## src/pad_status_map.vh

```
// constants for the pad snapshot and common status registers
`ifndef PAD_STATUS_MAP_VH
`define PAD_STATUS_MAP_VH

// command codes answered by this block (values are arbitrary)
`define CMD_PAD_LEVEL_SNAPSHOT 8'hE0
`define CMD_DEVICE_COMMON_STATUS 8'hE1
`define CMD_EXTRA_FAULT_STATE_STATUS 8'hE2

// pad snapshot field positions
`define PAD_PWRGD_DRV_BIT 15
`define PAD_ALERT_DRV_BIT 14
`define PAD_FAULT_DRV_HI 13
`define PAD_FAULT_DRV_LO 12
`define PAD_GOOD_DRV_HI 11
`define PAD_GOOD_DRV_LO 10
`define PAD_ADDR_ONE_HI 9
`define PAD_ADDR_ONE_LO 8
`define PAD_ADDR_ZERO_HI 7
`define PAD_ADDR_ZERO_LO 6
`define PAD_ONOFF1_BIT 5
`define PAD_ONOFF0_BIT 4
`define PAD_FAULT_LVL_HI 3
`define PAD_FAULT_LVL_LO 2
`define PAD_GOOD1_BIT 1
`define PAD_GOOD0_BIT 0

// address select encodings
`define ASEL_HIGH 2'h3
`define ASEL_FLOAT 2'h2
`define ASEL_LOW 2'h0

// common status fields
`define COM_ALERT_BIT 7
`define COM_READY_BIT 6
`define COM_RSVD_ONES 4'hF
`define COM_SHARE_BIT 1
`define COM_WP_BIT 0

// extra status fields
`define EXT_SHORTCYCLE_BIT 2
`define EXT_AUX_DRV_BIT 1
`define EXT_VIN_OFF_BIT 0
`define EXT_RSVD_ZERO 13'h0_000

// register image reset values
`define PAD_RESET 16'hFFFF
`define COM_RESET 8'hFF

// share clock idle detection: least time with no edge before "held low"
`define CLK_MHZ 200
`define SHARE_IDLE_NS 10000
`define SHARE_IDLE_CYC ((`SHARE_IDLE_NS * `CLK_MHZ + 999) / 1000)
`define SHARE_CNT_W 12

`endif

```

## src/pad_common_status.v

```verilog
// pad snapshot, common status and extra fault state registers
`timescale 1ns/1ps
`include "pad_status_map.vh"

// Notes on behaviour
// - pad snapshot shows synchronised raw pin levels, no deglitch filter
// - bit 15 reads 0 while we pull power-good low
// - bit 14 reads 0 while we pull alert low
// - bits 13:12 show our pull on fault bus lines zero and one
// - bits 11:10 show our pull on channel-good one and zero
// - bits 9:8 encode second address pin: high 11, float 10, low 00
// - bits 7:6 encode first address pin the same way
// - bits 5 and 4 show on/off pins one and zero
// - bits 3:2 show sensed fault bus lines zero and one
// - bits 1 and 0 show sensed channel-good one and zero
// - common status stays readable while the device is busy
// - when busy, refuse other commands and set the busy status flag
// - common bit 7 is 1 when alert is released, 0 when pulled
// - common bit 6 is 1 when ready, 0 when busy
// - common bits 5:2 always read ones
// - common bit 1 is 1 while share clock is held low
// - common bit 0 mirrors the write-protect pin
// - extra status bits 15:3 always read zero
// - short-cycle flag per page, set on early on, pulls alert low
// - sticky flags hold until fault clear or channel turned on
// - extra bit 1 shared by pages, shows our aux fault pull
// - extra bit 0 per page, set on input-voltage-off shutdown
module pad_common_status (
    // clock and reset
    input wire I_REF_CLK,
    input wire I_RST_N,
    // command port from the serial front end
    input wire I_CMD_VALID,
    input wire [7:0] I_CMD_CODE,
    input wire I_PAGE,
    input wire I_CLEAR_FAULTS,
    input wire I_BUSY,
    // command answer
    output wire O_RSP_VALID,
    output wire O_RSP_HIT,
    output wire O_RSP_NACK,
    output wire [15:0] O_RSP_DATA,
    output wire O_BUSY_FLAG,
    // raw pin levels
    input wire [1:0] I_FAULT_BUS_LINE,
    input wire [1:0] I_CHAN_GOOD,
    input wire [1:0] I_ON_OFF_PIN,
    input wire [1:0] I_ADDR_SELECT_ZERO,
    input wire [1:0] I_ADDR_SELECT_ONE,
    input wire I_SHARE_CLK,
    input wire I_WRITE_PROTECT,
    input wire I_ALERT_PIN,
    // pull-down requests from internal logic
    input wire I_PWRGD_PULL,
    input wire [1:0] I_FAULT_BUS_PULL,
    input wire [1:0] I_CHAN_GOOD_PULL,
    input wire I_AUX_FAULT_PULL,
    input wire I_ALERT_REQ,
    // channel events from the sequencer
    input wire [1:0] I_CHAN_ON_CMD,
    input wire [1:0] I_OFF_IN_PROGRESS,
    input wire [1:0] I_VIN_OFF_EVT,
    // alert pad, open drain
    output wire O_ALERT_O,
    output wire O_ALERT_OE
);
    ////////////////////////////////////////////////////////////////////////
    // reset release
    reg rst_meta_r;
    reg rst_sync_r;
    wire rst_n;
    always @(posedge I_REF_CLK or negedge I_RST_N) begin
        if (!I_RST_N) begin
            rst_meta_r <= 1'b0;
            rst_sync_r <= 1'b0;
        end else begin
            rst_meta_r <= 1'b1;
            rst_sync_r <= rst_meta_r;
        end
    end
    assign rst_n = rst_sync_r;

    ////////////////////////////////////////////////////////////////////////
    // pin synchronisers
    wire [1:0] fault_lvl;
    wire [1:0] good_lvl;
    wire [1:0] onoff_lvl;
    wire [1:0] addr_select_zero_lvl;
    wire [1:0] addr_select_one_lvl;
    wire share_lvl;
    wire wp_lvl;
    wire alert_lvl;

    // raw levels only: the snapshot bypasses any deglitch filter
    pin_sync #(.W(2)) u_fault_sync (
        .i_clk(I_REF_CLK),
        .i_rst_n(rst_n),
        .i_pin(I_FAULT_BUS_LINE),
        .o_lvl(fault_lvl)
    );

    pin_sync #(.W(2)) u_good_sync (
        .i_clk(I_REF_CLK),
        .i_rst_n(rst_n),
        .i_pin(I_CHAN_GOOD),
        .o_lvl(good_lvl)
    );

    pin_sync #(.W(2)) u_onoff_sync (
        .i_clk(I_REF_CLK),
        .i_rst_n(rst_n),
        .i_pin(I_ON_OFF_PIN),
        .o_lvl(onoff_lvl)
    );

    pin_sync #(.W(2)) u_addr_zero_sync (
        .i_clk(I_REF_CLK),
        .i_rst_n(rst_n),
        .i_pin(I_ADDR_SELECT_ZERO),
        .o_lvl(addr_select_zero_lvl)
    );

    pin_sync #(.W(2)) u_addr_one_sync (
        .i_clk(I_REF_CLK),
        .i_rst_n(rst_n),
        .i_pin(I_ADDR_SELECT_ONE),
        .o_lvl(addr_select_one_lvl)
    );

    pin_sync #(.W(1)) u_share_sync (
        .i_clk(I_REF_CLK),
        .i_rst_n(rst_n),
        .i_pin(I_SHARE_CLK),
        .o_lvl(share_lvl)
    );

    pin_sync #(.W(1)) u_wp_sync (
        .i_clk(I_REF_CLK),
        .i_rst_n(rst_n),
        .i_pin(I_WRITE_PROTECT),
        .o_lvl(wp_lvl)
    );

    pin_sync #(.W(1)) u_alert_sync (
        .i_clk(I_REF_CLK),
        .i_rst_n(rst_n),
        .i_pin(I_ALERT_PIN),
        .o_lvl(alert_lvl)
    );

    ////////////////////////////////////////////////////////////////////////
    // address select encoding; input [1] = float sense, [0] = level
    function [1:0] asel_code;
        input [1:0] sense;
        begin
            if (sense[1])
                asel_code = `ASEL_FLOAT;
            else if (sense[0])
                asel_code = `ASEL_HIGH;
            else
                asel_code = `ASEL_LOW;
        end
    endfunction

    ////////////////////////////////////////////////////////////////////////
    // share clock activity: held low once no edge seen for the idle time
    reg share_prev_r;
    reg [`SHARE_CNT_W-1:0] share_cnt_r;
    reg [`SHARE_CNT_W-1:0] share_cnt_nxt;
    reg share_held_low_r;
    wire share_edge;
    localparam integer SHARE_IDLE_INT = `SHARE_IDLE_CYC;
    localparam [`SHARE_CNT_W-1:0] SHARE_IDLE =
        SHARE_IDLE_INT[`SHARE_CNT_W-1:0];
    assign share_edge = share_lvl ^ share_prev_r;
    always @* begin
        if (share_edge)
            share_cnt_nxt = {`SHARE_CNT_W{1'b0}};
        else if (share_cnt_r != SHARE_IDLE)
            share_cnt_nxt = share_cnt_r + 1'b1;
        else
            share_cnt_nxt = share_cnt_r;
    end
    always @(posedge I_REF_CLK or negedge rst_n) begin
        if (!rst_n) begin
            share_prev_r <= 1'b0;
            share_cnt_r <= {`SHARE_CNT_W{1'b0}};
            share_held_low_r <= 1'b0;
        end else begin
            share_prev_r <= share_lvl;
            share_cnt_r <= share_cnt_nxt;
            share_held_low_r <= ~share_lvl &
                (share_cnt_nxt == SHARE_IDLE);
        end
    end

    ////////////////////////////////////////////////////////////////////////
    // per-channel sticky flags
    wire [1:0] short_cycle;
    wire [1:0] vin_caused_off;
    genvar c;
    generate
        for (c = 0; c < 2; c = c + 1) begin : g_chan
            chan_sticky u_sticky (
                .i_clk(I_REF_CLK),
                .i_rst_n(rst_n),
                .i_clear_faults(I_CLEAR_FAULTS),
                .i_on_cmd(I_CHAN_ON_CMD[c]),
                .i_off_in_progress(I_OFF_IN_PROGRESS[c]),
                .i_vin_off_evt(I_VIN_OFF_EVT[c]),
                .o_short_cycle(short_cycle[c]),
                .o_vin_caused_off(vin_caused_off[c])
            );
        end
    endgenerate

    ////////////////////////////////////////////////////////////////////////
    // alert drive
    reg alert_pull_r;
    always @(posedge I_REF_CLK or negedge rst_n) begin
        if (!rst_n)
            alert_pull_r <= 1'b0;
        else
            alert_pull_r <= I_ALERT_REQ | (|short_cycle);
    end
    assign O_ALERT_O = 1'b0;
    assign O_ALERT_OE = alert_pull_r;

    ////////////////////////////////////////////////////////////////////////
    // register images
    reg [15:0] pad_level_snapshot_r;
    reg [7:0] device_common_status_r;
    wire [15:0] extra_fault_state_status;
    always @(posedge I_REF_CLK or negedge rst_n) begin
        if (!rst_n) begin
            pad_level_snapshot_r <= `PAD_RESET;
        end else begin
            pad_level_snapshot_r[`PAD_PWRGD_DRV_BIT] <= ~I_PWRGD_PULL;
            pad_level_snapshot_r[`PAD_ALERT_DRV_BIT] <= ~alert_pull_r;
            pad_level_snapshot_r[`PAD_FAULT_DRV_HI:`PAD_FAULT_DRV_LO] <=
                ~{I_FAULT_BUS_PULL[0], I_FAULT_BUS_PULL[1]};
            pad_level_snapshot_r[`PAD_GOOD_DRV_HI:`PAD_GOOD_DRV_LO] <=
                ~{I_CHAN_GOOD_PULL[1], I_CHAN_GOOD_PULL[0]};
            pad_level_snapshot_r[`PAD_ADDR_ONE_HI:`PAD_ADDR_ONE_LO] <=
                asel_code(addr_select_one_lvl);
            pad_level_snapshot_r[`PAD_ADDR_ZERO_HI:`PAD_ADDR_ZERO_LO] <=
                asel_code(addr_select_zero_lvl);
            pad_level_snapshot_r[`PAD_ONOFF1_BIT] <= onoff_lvl[1];
            pad_level_snapshot_r[`PAD_ONOFF0_BIT] <= onoff_lvl[0];
            pad_level_snapshot_r[`PAD_FAULT_LVL_HI:`PAD_FAULT_LVL_LO] <=
                {fault_lvl[0], fault_lvl[1]};
            pad_level_snapshot_r[`PAD_GOOD1_BIT] <= good_lvl[1];
            pad_level_snapshot_r[`PAD_GOOD0_BIT] <= good_lvl[0];
        end
    end

    always @(posedge I_REF_CLK or negedge rst_n) begin
        if (!rst_n) begin
            device_common_status_r <= `COM_RESET;
        end else begin
            device_common_status_r[`COM_ALERT_BIT] <= alert_lvl;
            device_common_status_r[`COM_READY_BIT] <= ~I_BUSY;
            device_common_status_r[5:2] <= `COM_RSVD_ONES;
            device_common_status_r[`COM_SHARE_BIT] <= share_held_low_r;
            device_common_status_r[`COM_WP_BIT] <= wp_lvl;
        end
    end
    assign extra_fault_state_status = {`EXT_RSVD_ZERO,
        short_cycle[I_PAGE],
        I_AUX_FAULT_PULL,
        vin_caused_off[I_PAGE]};

    ////////////////////////////////////////////////////////////////////////
    // command answer
    reg rsp_valid_r;
    reg rsp_hit_r;
    reg rsp_nack_r;
    reg [15:0] rsp_data_r;
    reg [15:0] rsp_data_nxt;
    reg rsp_hit_nxt;
    reg busy_flag_r;
    wire is_common;
    wire refuse;
    assign is_common = (I_CMD_CODE == `CMD_DEVICE_COMMON_STATUS);
    assign refuse = I_CMD_VALID & I_BUSY & ~is_common;

    function cmd_hit;
        input [7:0] code;
        begin
            case (code)
                `CMD_PAD_LEVEL_SNAPSHOT: cmd_hit = 1'b1;
                `CMD_DEVICE_COMMON_STATUS: cmd_hit = 1'b1;
                `CMD_EXTRA_FAULT_STATE_STATUS: cmd_hit = 1'b1;
                default: cmd_hit = 1'b0;
            endcase
        end
    endfunction

    always @* begin
        rsp_hit_nxt = cmd_hit(I_CMD_CODE);
        case (I_CMD_CODE)
            `CMD_PAD_LEVEL_SNAPSHOT:
                rsp_data_nxt = pad_level_snapshot_r;
            `CMD_DEVICE_COMMON_STATUS:
                rsp_data_nxt = {8'h00, device_common_status_r};
            `CMD_EXTRA_FAULT_STATE_STATUS:
                rsp_data_nxt = extra_fault_state_status;
            default: rsp_data_nxt = 16'h0000;
        endcase
        if (refuse) begin
            rsp_data_nxt = 16'h0000;
        end
    end

    always @(posedge I_REF_CLK or negedge rst_n) begin
        if (!rst_n) begin
            rsp_valid_r <= 1'b0;
            rsp_hit_r <= 1'b0;
            rsp_nack_r <= 1'b0;
            rsp_data_r <= 16'h0000;
        end else begin
            rsp_valid_r <= I_CMD_VALID;
            if (I_CMD_VALID) begin
                rsp_hit_r <= rsp_hit_nxt;
                rsp_nack_r <= refuse;
                rsp_data_r <= rsp_data_nxt;
            end
        end
    end

    // sticky busy flag; set wins over a clear in the same cycle
    always @(posedge I_REF_CLK or negedge rst_n) begin
        if (!rst_n) begin
            busy_flag_r <= 1'b0;
        end else if (refuse) begin
            busy_flag_r <= 1'b1;
        end else if (I_CLEAR_FAULTS) begin
            busy_flag_r <= 1'b0;
        end
    end
    assign O_RSP_VALID = rsp_valid_r;
    assign O_RSP_HIT = rsp_hit_r;
    assign O_RSP_NACK = rsp_nack_r;
    assign O_RSP_DATA = rsp_data_r;
    assign O_BUSY_FLAG = busy_flag_r;
endmodule

```

## src/pin_sync.v

```verilog
// two-flop synchroniser for a group of pin levels
`timescale 1ns/1ps
module pin_sync #(
    parameter W = 1
) (
    // clock and reset
    input wire i_clk,
    input wire i_rst_n,
    // pins
    input wire [W-1:0] i_pin,
    output wire [W-1:0] o_lvl
);
    reg [W-1:0] meta_r;
    reg [W-1:0] lvl_r;
    genvar g;
    generate
        for (g = 0; g < W; g = g + 1) begin : g_bit
            always @(posedge i_clk or negedge i_rst_n) begin
                if (!i_rst_n) begin
                    meta_r[g] <= 1'b0;
                    lvl_r[g] <= 1'b0;
                end else begin
                    meta_r[g] <= i_pin[g];
                    lvl_r[g] <= meta_r[g];
                end
            end
        end
    endgenerate
    assign o_lvl = lvl_r;
endmodule

```

## src/chan_sticky.v

```verilog
// per-channel sticky fault flags
`timescale 1ns/1ps
module chan_sticky (
    // clock and reset
    input wire i_clk,
    input wire i_rst_n,
    // events and clears
    input wire i_clear_faults,
    input wire i_on_cmd,
    input wire i_off_in_progress,
    input wire i_vin_off_evt,
    // flags
    output wire o_short_cycle,
    output wire o_vin_caused_off
);
    reg short_r;
    reg vin_off_r;
    wire short_set;
    wire turned_on;
    assign short_set = i_on_cmd & i_off_in_progress;
    assign turned_on = i_on_cmd & ~i_off_in_progress;
    always @(posedge i_clk or negedge i_rst_n) begin
        if (!i_rst_n) begin
            short_r <= 1'b0;
            vin_off_r <= 1'b0;
        end else begin
            // set wins over a clear in the same cycle
            if (short_set)
                short_r <= 1'b1;
            else if (i_clear_faults | turned_on)
                short_r <= 1'b0;
            if (i_vin_off_evt)
                vin_off_r <= 1'b1;
            else if (i_clear_faults | i_on_cmd)
                vin_off_r <= 1'b0;
        end
    end
    assign o_short_cycle = short_r;
    assign o_vin_caused_off = vin_off_r;
endmodule

```

## config.mk

```make
export PLATFORM = sky130hd
export DESIGN_NAME = pad_common_status
export DESIGN_NICKNAME = d
export VERILOG_FILES = /design/src/pad_common_status.v /design/src/pin_sync.v /design/src/chan_sticky.v
export VERILOG_INCLUDE_DIRS = /design/src
export SDC_FILE = /design/constraint.sdc
export NUM_CORES = 1
export LEC_CHECK = 0
export BUFFER_PORTS_ARGS = -buffer_cell sky130_fd_sc_hd__buf_4
export CORE_MARGIN = 1
export CORE_UTILIZATION = 49
export DETAILED_ROUTE_END_ITERATION = 10
export GPL_TIMING_DRIVEN = 0
export PLACE_DENSITY = 0.72
export SLEW_MARGIN = 30
export SYNTH_ARGS = -nofsm -noshare
export SYNTH_HDL_FRONTEND = slang
export SYNTH_SLANG_ARGS = --single-unit
```

## constraint.sdc

```tcl
create_clock -name I_REF_CLK -period 2.77 [get_ports I_REF_CLK]
set_input_delay 0.554 -clock I_REF_CLK [delete_from_list [all_inputs] [get_ports I_REF_CLK]]
set_output_delay 0.554 -clock I_REF_CLK [all_outputs]
set_load 0.01 [all_outputs]
```

==> results of run 1 <==
-- power groups by stage --
stage,registers (W),clock network [W],logic [W]
floorplan,0.00139,0,0.0000699
global placement,0.00140,0,0.000139
detailed placement,0.00139,0,0.000163
CTS,0.00137,0.000944,0.000165
global route,0.00138,0.00101,0.000182
finish,0.00137,0.000917,0.000162
-- per-layer routing --
layer	vias to the layer above	part of all wire [%]	global-route usage, %	wire length (µm)
met1	938	47	24.16	2555
met2	54	48	27.94	2640
met5	-	0	0	0
met3	6	4.1	4.573	224
li1	1004	-	-	-
met4	0	1.2	7.367	68
-- layout by cell type (no fill, tap or decap), types with 2 or more instances in the layout --
master    count
dfrtp_1      66
inv_1        29
nor4_1        2
nor2b_1       4
xnor2_1       9
a21o_1        5
mux2i_1       4
or3_1         2
xor2_1        3
buf_4        60
clkbuf_1      7
clkbuf_8      9
a211oi_1      2
nor3_1        5
nand2_1      17
o21ai_0      21
inv_8         2
dfstp_2      20
a21oi_1       4
conb_1        2
o22ai_1       3
ha_1          2
or2_2         4
nor3b_1       2
nor2_1       19
nand3_1       9
nand2b_1      6
-- sequential cells by signal, summed over array words and instances (netlist names), 4 cells and up --
signal	count
O_RSP_DATA	16
pad_level_snapshot_r	16
share_cnt_r	12
device_common_status_r	4
-- worst register-to-register path: cells and delay by family, from the launching register on --
family / cells / cell delay (ns)
buf+inv: 1 / 0.13
compound gates: 2 / 0.44
simple gates: 3 / 0.81
fa+ha+maj: 1 / 0.17
flops: 1 / 0.42
-- cells in the mapped netlist (5+ instances only) --
library cell / n / area [µm²]
clkbuf_1: 7 / 26.28
o21ai_0: 21 / 105.1
xnor2_1: 9 / 78.83
dfrtp_1: 67 / 1677
a21o_1: 5 / 37.54
nand3_1: 9 / 45.04
dfstp_2: 20 / 525.5
inv_1: 29 / 108.9
nand2b_1: 6 / 37.54
nor2_1: 19 / 71.32
nor3_1: 5 / 25.02
nand2_1: 17 / 63.81
-- how the worst min path moves through the flow --
stage	startpoint	end	slack, ns	cells past startpoint
3_5_place_dp	rst_n$_DFF_PN0_	u_addr_zero_sync.meta_r[1]$_DFF_PN0_	0.32	0
2_1_floorplan	I_RST_N	rst_meta_r$_DFF_PN0_	0.26	0
5_1_grt	I_PWRGD_PULL	pad_level_snapshot_r[15]$_DFF_PN1_	0.28	2
4_1_cts	I_PWRGD_PULL	pad_level_snapshot_r[15]$_DFF_PN1_	0.29	2
6_report	rst_n$_DFF_PN0_	u_good_sync.meta_r[1]$_DFF_PN0_	0.30	0
3_3_place_gp	u_share_sync.meta_r$_DFF_PN0_	u_share_sync.o_lvl$_DFF_PN0_	0.33	0
-- repair_timing --
action                                 in CTS  in global routing
setup buffers                               0                  0
hold buffers                                1                  0
endpoints found under the hold margin       2                  0
resized for setup                           0                  0
-- metrics by stage --
| stage | hold WS (ns) | util (%) | power, W |
|---|---|---|---|
| after global placement | 0.3334 | 59.29 | 0.001541 |
| after detailed placement | 0.3228 | 59.79 | 0.001556 |
| after global routing | 0.2830 | 63.34 | 0.002565 |
| after CTS | 0.2933 | 63.34 | 0.002478 |
| after floorplan | 0.2584 | - | 0.001464 |
| final | 0.3036 | 63.34 | 0.002447 |
-- final cells by class --
type / instances / area (µm²)
inverters: 29 / 108.9
plain buffers: 8 / 33.78
well taps: 77 / 96.34
flip-flops and latches: 87 / 2206
clock buffers: 9 / 123.9
fillers: 533 / 2315
clock inverters: 7 / 90.09
repair buffers: 61 / 480.5
multi-input cells: 140 / 859.6
-- cells by family after synthesis --
kind of cell               count (synthesis)  synth area share (%)
AOI/OAI and AO/OA                         40                 7.341
adders and majority gates                  2                0.7808
muxes                                      5                 1.601
buffers and inverters                     37                 4.451
other                                      2                0.2344
and+or+nand+nor                           79                 13.59
DFF                                       87                 68.72
xor gates and xnor gates                  12                 3.280
==> flow_metrics.env, run 1 <==
export IMPL_drtPass1Iterations=7
export IMPL_cts_sinks=87
export IMPL_antenna_found_initial=0
export IMPL_numCtsBuffers=9
export IMPL_finalCriticalPeriod_ns=2.042
export IMPL_swShare_pct=24.28
export IMPL_p_leak_nw=1.803
export IMPL_r2r_end="share_held_low_r$_DFF_PN0_"
export IMPL_ctsLongestPathBuffers=2
export IMPL_core_um2=6314
export IMPL_finalWorstSetupSlack_ns=0.7280
export IMPL_grt_max_degree=49
export IMPL_synth_async_sr_flop_share_pct=100.0
export IMPL_powerDensity_nw_per_um2=611.8
export IMPL_ys_types=40
export IMPL_post_route_period_util_pct=73.72
export IMPL_drtIter0Drc=117
export IMPL_cp_required_ns=3.03
export IMPL_critPathMaxStageDelay_ns=0.42
export IMPL_dp_cells=401
export IMPL_maxSlewViolCount=0
export IMPL_critPathCaptureType="flip-flop"
export IMPL_cts_max_level=3
export IMPL_power_switching_w=0.0005941
export IMPL_fin_nets=378
export IMPL_p_clk_share_pct=37.5
export IMPL_die_area_um2=6867
export IMPL_syn_inst=264
export IMPL_synth_edf_count=0
export IMPL_grt_ovfl_total=0
export IMPL_critPathMaxFanout=7
export IMPL_syn_num_nets=306
export IMPL_rsz0062_at_grt="false"
export IMPL_clk_pin_slew_worst_paths_ns=0.09
export IMPL_clock_fmax_mhz=489.7
export IMPL_cp_top_family="simple AND/OR/NAND/NOR gates"
export IMPL_final_area_um2=3999
export IMPL_cp_slowest_cell="dfrtp_1"
export IMPL_arrival_ns=2.30
export IMPL_vias=2002
export IMPL_crit_start="share_cnt_r[0]$_DFF_PN0_"
export IMPL_drive_gt1_share_pct=31.38
export IMPL_power_share_combinational_pct=6.6
export IMPL_cp_num_cells=7
export IMPL_yosys_warnings=0
export IMPL_seq_area_frac_synth_pct=68.72
export IMPL_drc_errors=2
export IMPL_diodes=0
export IMPL_seqPwrFrac_pct=55.9
export IMPL_synth_seq_cells=87
export IMPL_ant_nets=0
export IMPL_synth_ff_type="dfrtp_1"
export IMPL_die_width_um=82.87
export IMPL_setup_violations_final=0
export IMPL_area_growth_pct=24.80
export IMPL_pin_count=62
export IMPL_skew_ns=0.007929
export IMPL_initial_core_util_pct=50.75
export IMPL_finalHoldViolations=0
export IMPL_pre_cts_slack_ns=0.6219
export IMPL_insertion_delay_ns=0.34
export IMPL_start_kind="flip-flop"
export IMPL_path_class="flip-flop to flip-flop"
export IMPL_final_cells=418
export IMPL_syn_avg_cell_area_um2=12.14
export IMPL_hpwlAfterDp_mm=3.928
export IMPL_grt_pass1_vias=2104
export IMPL_cts_tree="yes"
export IMPL_max_slew_margin_pct=54.39
export IMPL_grt_usage_pct=17.94
export IMPL_worst_pin_slew_ns=0.6669
export IMPL_worstPathCellList="inv_1 > ha_1 > nand4bb_1 > nor4_4 > a31oi_1 > a211o_1 > nor4b_2"
export IMPL_portBuffers=59
export IMPL_reg2reg_from="share_cnt_r[0]$_DFF_PN0_"
export IMPL_failed_checks="design-rule violations"
export IMPL_drt_wirelength_per_cell_um=13.13
export IMPL_status="finished with violations"
export IMPL_die_y_um=82.87
export IMPL_cap_viol_max_count=0
export IMPL_grt_first_pass_wirelength_mm=9.791
export IMPL_cp_num_buf_inv=1
export IMPL_place_congestion=0.8680
export IMPL_max_vdd_ir_drop_mv=0.4466
export IMPL_synthesis_area_um2=3204
export IMPL_cts_root_buf="clkbuf_8"
export IMPL_p_int_w=0.001853
export IMPL_placed_area_um2=3775
export IMPL_fin_tns_setup_ns=0
export IMPL_vias_per_cell=4.789
export IMPL_rr_worst_depth=7
export IMPL_wl_mm=5.488
export IMPL_hold_path_class="flip-flop to async pin"
export IMPL_fp_row_count=29
export IMPL_reg2reg_setup_slack_ns=0.73
export IMPL_worst_setup_path_endpoint="share_held_low_r$_DFF_PN0_"
(Power assumes the default switching activity.)
==> inputs of run 2 (changes only) <==
Settings changed: CORE_UTILIZATION 49 to 54, PLACE_DENSITY 0.72 to 0.75.
Clock period 2.77 ns to 2.1 ns, I/O delays scaled along.
==> flow_metrics.env, run 2 (same netlist as run 1, synthesis figures left out) <==
export IMPL_initial_core_util_pct=57.14
export IMPL_maxSlewViolCount=0
export IMPL_portBuffers=59
export IMPL_fp_row_count=27
export IMPL_grt_max_degree=46
export IMPL_finalHoldViolations=0
export IMPL_power_switching_w=0.0007923
export IMPL_swShare_pct=25.39
export IMPL_drt_wirelength_per_cell_um=13.18
export IMPL_cts_root_buf="clkbuf_8"
export IMPL_max_vdd_ir_drop_mv=0.8562
export IMPL_power_share_combinational_pct=7.2
export IMPL_hpwlAfterDp_mm=3.852
export IMPL_cts_tree="yes"
export IMPL_status="completed"
export IMPL_antenna_found_initial=0
export IMPL_worstPathCellList="inv_2 > ha_1 > nand4bb_1 > nor4_4 > buf_4 > or3_1 > a211o_1 > nor4b_2"
export IMPL_powerDensity_nw_per_um2=783.9
export IMPL_use_met3_pct=5.862
export IMPL_drtIter0Drc=103
export IMPL_critPathCaptureType="flip-flop"
export IMPL_fin_nets=381
export IMPL_p_int_w=0.002328
export IMPL_whs_path_depth=2
export IMPL_most_common_layout_cells="dfrtp_1, buf_4, inv_1"
export IMPL_post_route_period_util_pct=95.38
export IMPL_finalCriticalPeriod_ns=2.003
export IMPL_cp_num_cells=8
export IMPL_grt_pass1_vias=1978
export IMPL_power_w=0.003120
export IMPL_max_slew_margin_pct=55.97
export IMPL_drtPass1Iterations=4
export IMPL_busiest_layer="met2"
export IMPL_nFillCells=380
export IMPL_core_um2=5608
export IMPL_cp_slowest_cell="dfrtp_1"
export IMPL_grtUsageMet2_pct=29.66
export IMPL_numCtsBuffers=9
export IMPL_layout_commonest_cell="dfrtp_1"
export IMPL_grt_ovfl_total=0
export IMPL_setup_violations_final=0
export IMPL_ant_nets=0
export IMPL_hold_path_class="primary input to flip-flop"
export IMPL_rr_worst_depth=8
export IMPL_area_growth_pct=24.21
export IMPL_whs_ns=0.1678
export IMPL_fin_tns_setup_ns=0
export IMPL_wl_mm=5.484
export IMPL_diodes=0
export IMPL_cap_viol_max_count=0
export IMPL_grt_first_pass_wirelength_mm=9.156
export IMPL_p_leak_nw=1.800
export IMPL_rsz0062_at_grt="false"
export IMPL_vias_per_cell=4.899
export IMPL_grt_usage_pct=19.80
export IMPL_skew_ns=0.006738
export IMPL_clk_pin_slew_worst_paths_ns=0.09
export IMPL_ctsLongestPathBuffers=2
export IMPL_seqPwrFrac_pct=57.8
export IMPL_p_clk_share_pct=35.1
export IMPL_cp_top_family="simple AND/OR/NAND/NOR gates"
export IMPL_cts_max_level=3
export IMPL_cp_num_buf_inv=2
export IMPL_cts_sinks=87
export IMPL_multiInputGateArea_um2=859.6
export IMPL_critPathMaxFanout=4
export IMPL_place_congestion=0.8462
export IMPL_die_y_um=79.03
export IMPL_drive_gt1_share_pct=32.27
export IMPL_pin_count=62
export IMPL_start_kind="flip-flop"
export IMPL_met1_usage_pct=27.48
export IMPL_insertion_delay_ns=0.35
export IMPL_clock_fmax_mhz=499.2
export IMPL_path_class="flip-flop to flip-flop"
export IMPL_critPathMaxStageDelay_ns=0.39
export IMPL_drc_errors=0
export IMPL_vias=2038
export IMPL_worst_pin_slew_ns=0.6437
export IMPL_seq_area_um2=2206
export IMPL_die_width_um=79.03
export IMPL_arrival_ns=2.26
export IMPL_cp_required_ns=2.36
export IMPL_die_area_um2=6246
-- run 2: cell types whose count changed in the layout (fill, tap and decap cells not counted), sizes merged --
cell | before | now
clkinv | 2 | 1
bufinv | 1 | 0
buf | 61 | 64
inv | 32 | 33
clkinvlp | 1 | 2
-- run 2: area by class of cell --
cell class / count / share of cell area (%)
flip-flops and latches: 87 / 55.42
clock buffers: 9 / 3.112
inverters: 29 / 2.735
repair buffers: 64 / 12.45
multi-input cells: 140 / 21.60
plain buffers: 8 / 0.8488
clock inverters: 7 / 1.572
well taps: 72 / 2.263
-- run 2: worst register-to-register path, cell delays in order (launching register included) --
cell and delay [ns]:
dfrtp_1 0.39, inv_2 0.07, ha_1 0.20, nand4bb_1 0.16, nor4_4 0.08, buf_4 0.16, or3_1 0.31, a211o_1 0.31
nor4b_2 0.24
-- run 2: final timing paths --
| check | end | startpoint | slack (ns) |
|---|---|---|---|
| max in group asynchronous | pad_level_snapshot_r[0]$_DFF_PN1_ | rst_n$_DFF_PN0_ | 1.14 |
| max reg2reg | share_held_low_r$_DFF_PN0_ | share_cnt_r[0]$_DFF_PN0_ | 0.1 |
| min | pad_level_snapshot_r[11]$_DFF_PN1_ | I_CHAN_GOOD_PULL[1] | 0.17 |
| max | share_held_low_r$_DFF_PN0_ | share_cnt_r[0]$_DFF_PN0_ | 0.1 |
| min in group asynchronous | O_RSP_HIT$_DFFE_PN0P_ | rst_n$_DFF_PN0_ | 0.31 |
| min reg2reg | O_RSP_HIT$_DFFE_PN0P_ | rst_n$_DFF_PN0_ | 0.31 |
-- run 2: power groups by stage --
| stage | clock network, W | registers (W) | logic, W |
|---|---|---|---|
| floorplan | 0 | 0.00184 | 0.0000922 |
| global placement | 0 | 0.00185 | 0.000183 |
| detailed placement | 0 | 0.00184 | 0.000210 |
| CTS | 0.00112 | 0.00181 | 0.000212 |
| global route | 0.00120 | 0.00181 | 0.000251 |
| finish | 0.00109 | 0.00180 | 0.000223 |
-- run 2: timing repair --
action,4_1_cts,5_1_grt
setup endpoints to repair,0,1
endpoints found under the hold margin,2,0
gates resized for setup,0,1
hold buffers,1,0
setup buffers,0,3
-- run 2: metrics by stage --
step                      cells  setup WS [ns]  util, %  area [µm²]
after floorplan             264         0.3031        -        3206
after global placement      395         0.1024    66.67        3739
after detailed placement    396        0.03903    67.07        3761
after CTS                   413        0.07746    70.57        3958
after global routing        416        0.03439    70.97        3980
final                       416        0.09694    70.97        3980
-- run 2: layer usage --
metal | up-vias | wire [µm]
met5 | - | 0
met4 | 0 | 89
met3 | 11 | 280
met2 | 50 | 2501
met1 | 968 | 2613
li1 | 1009 | -
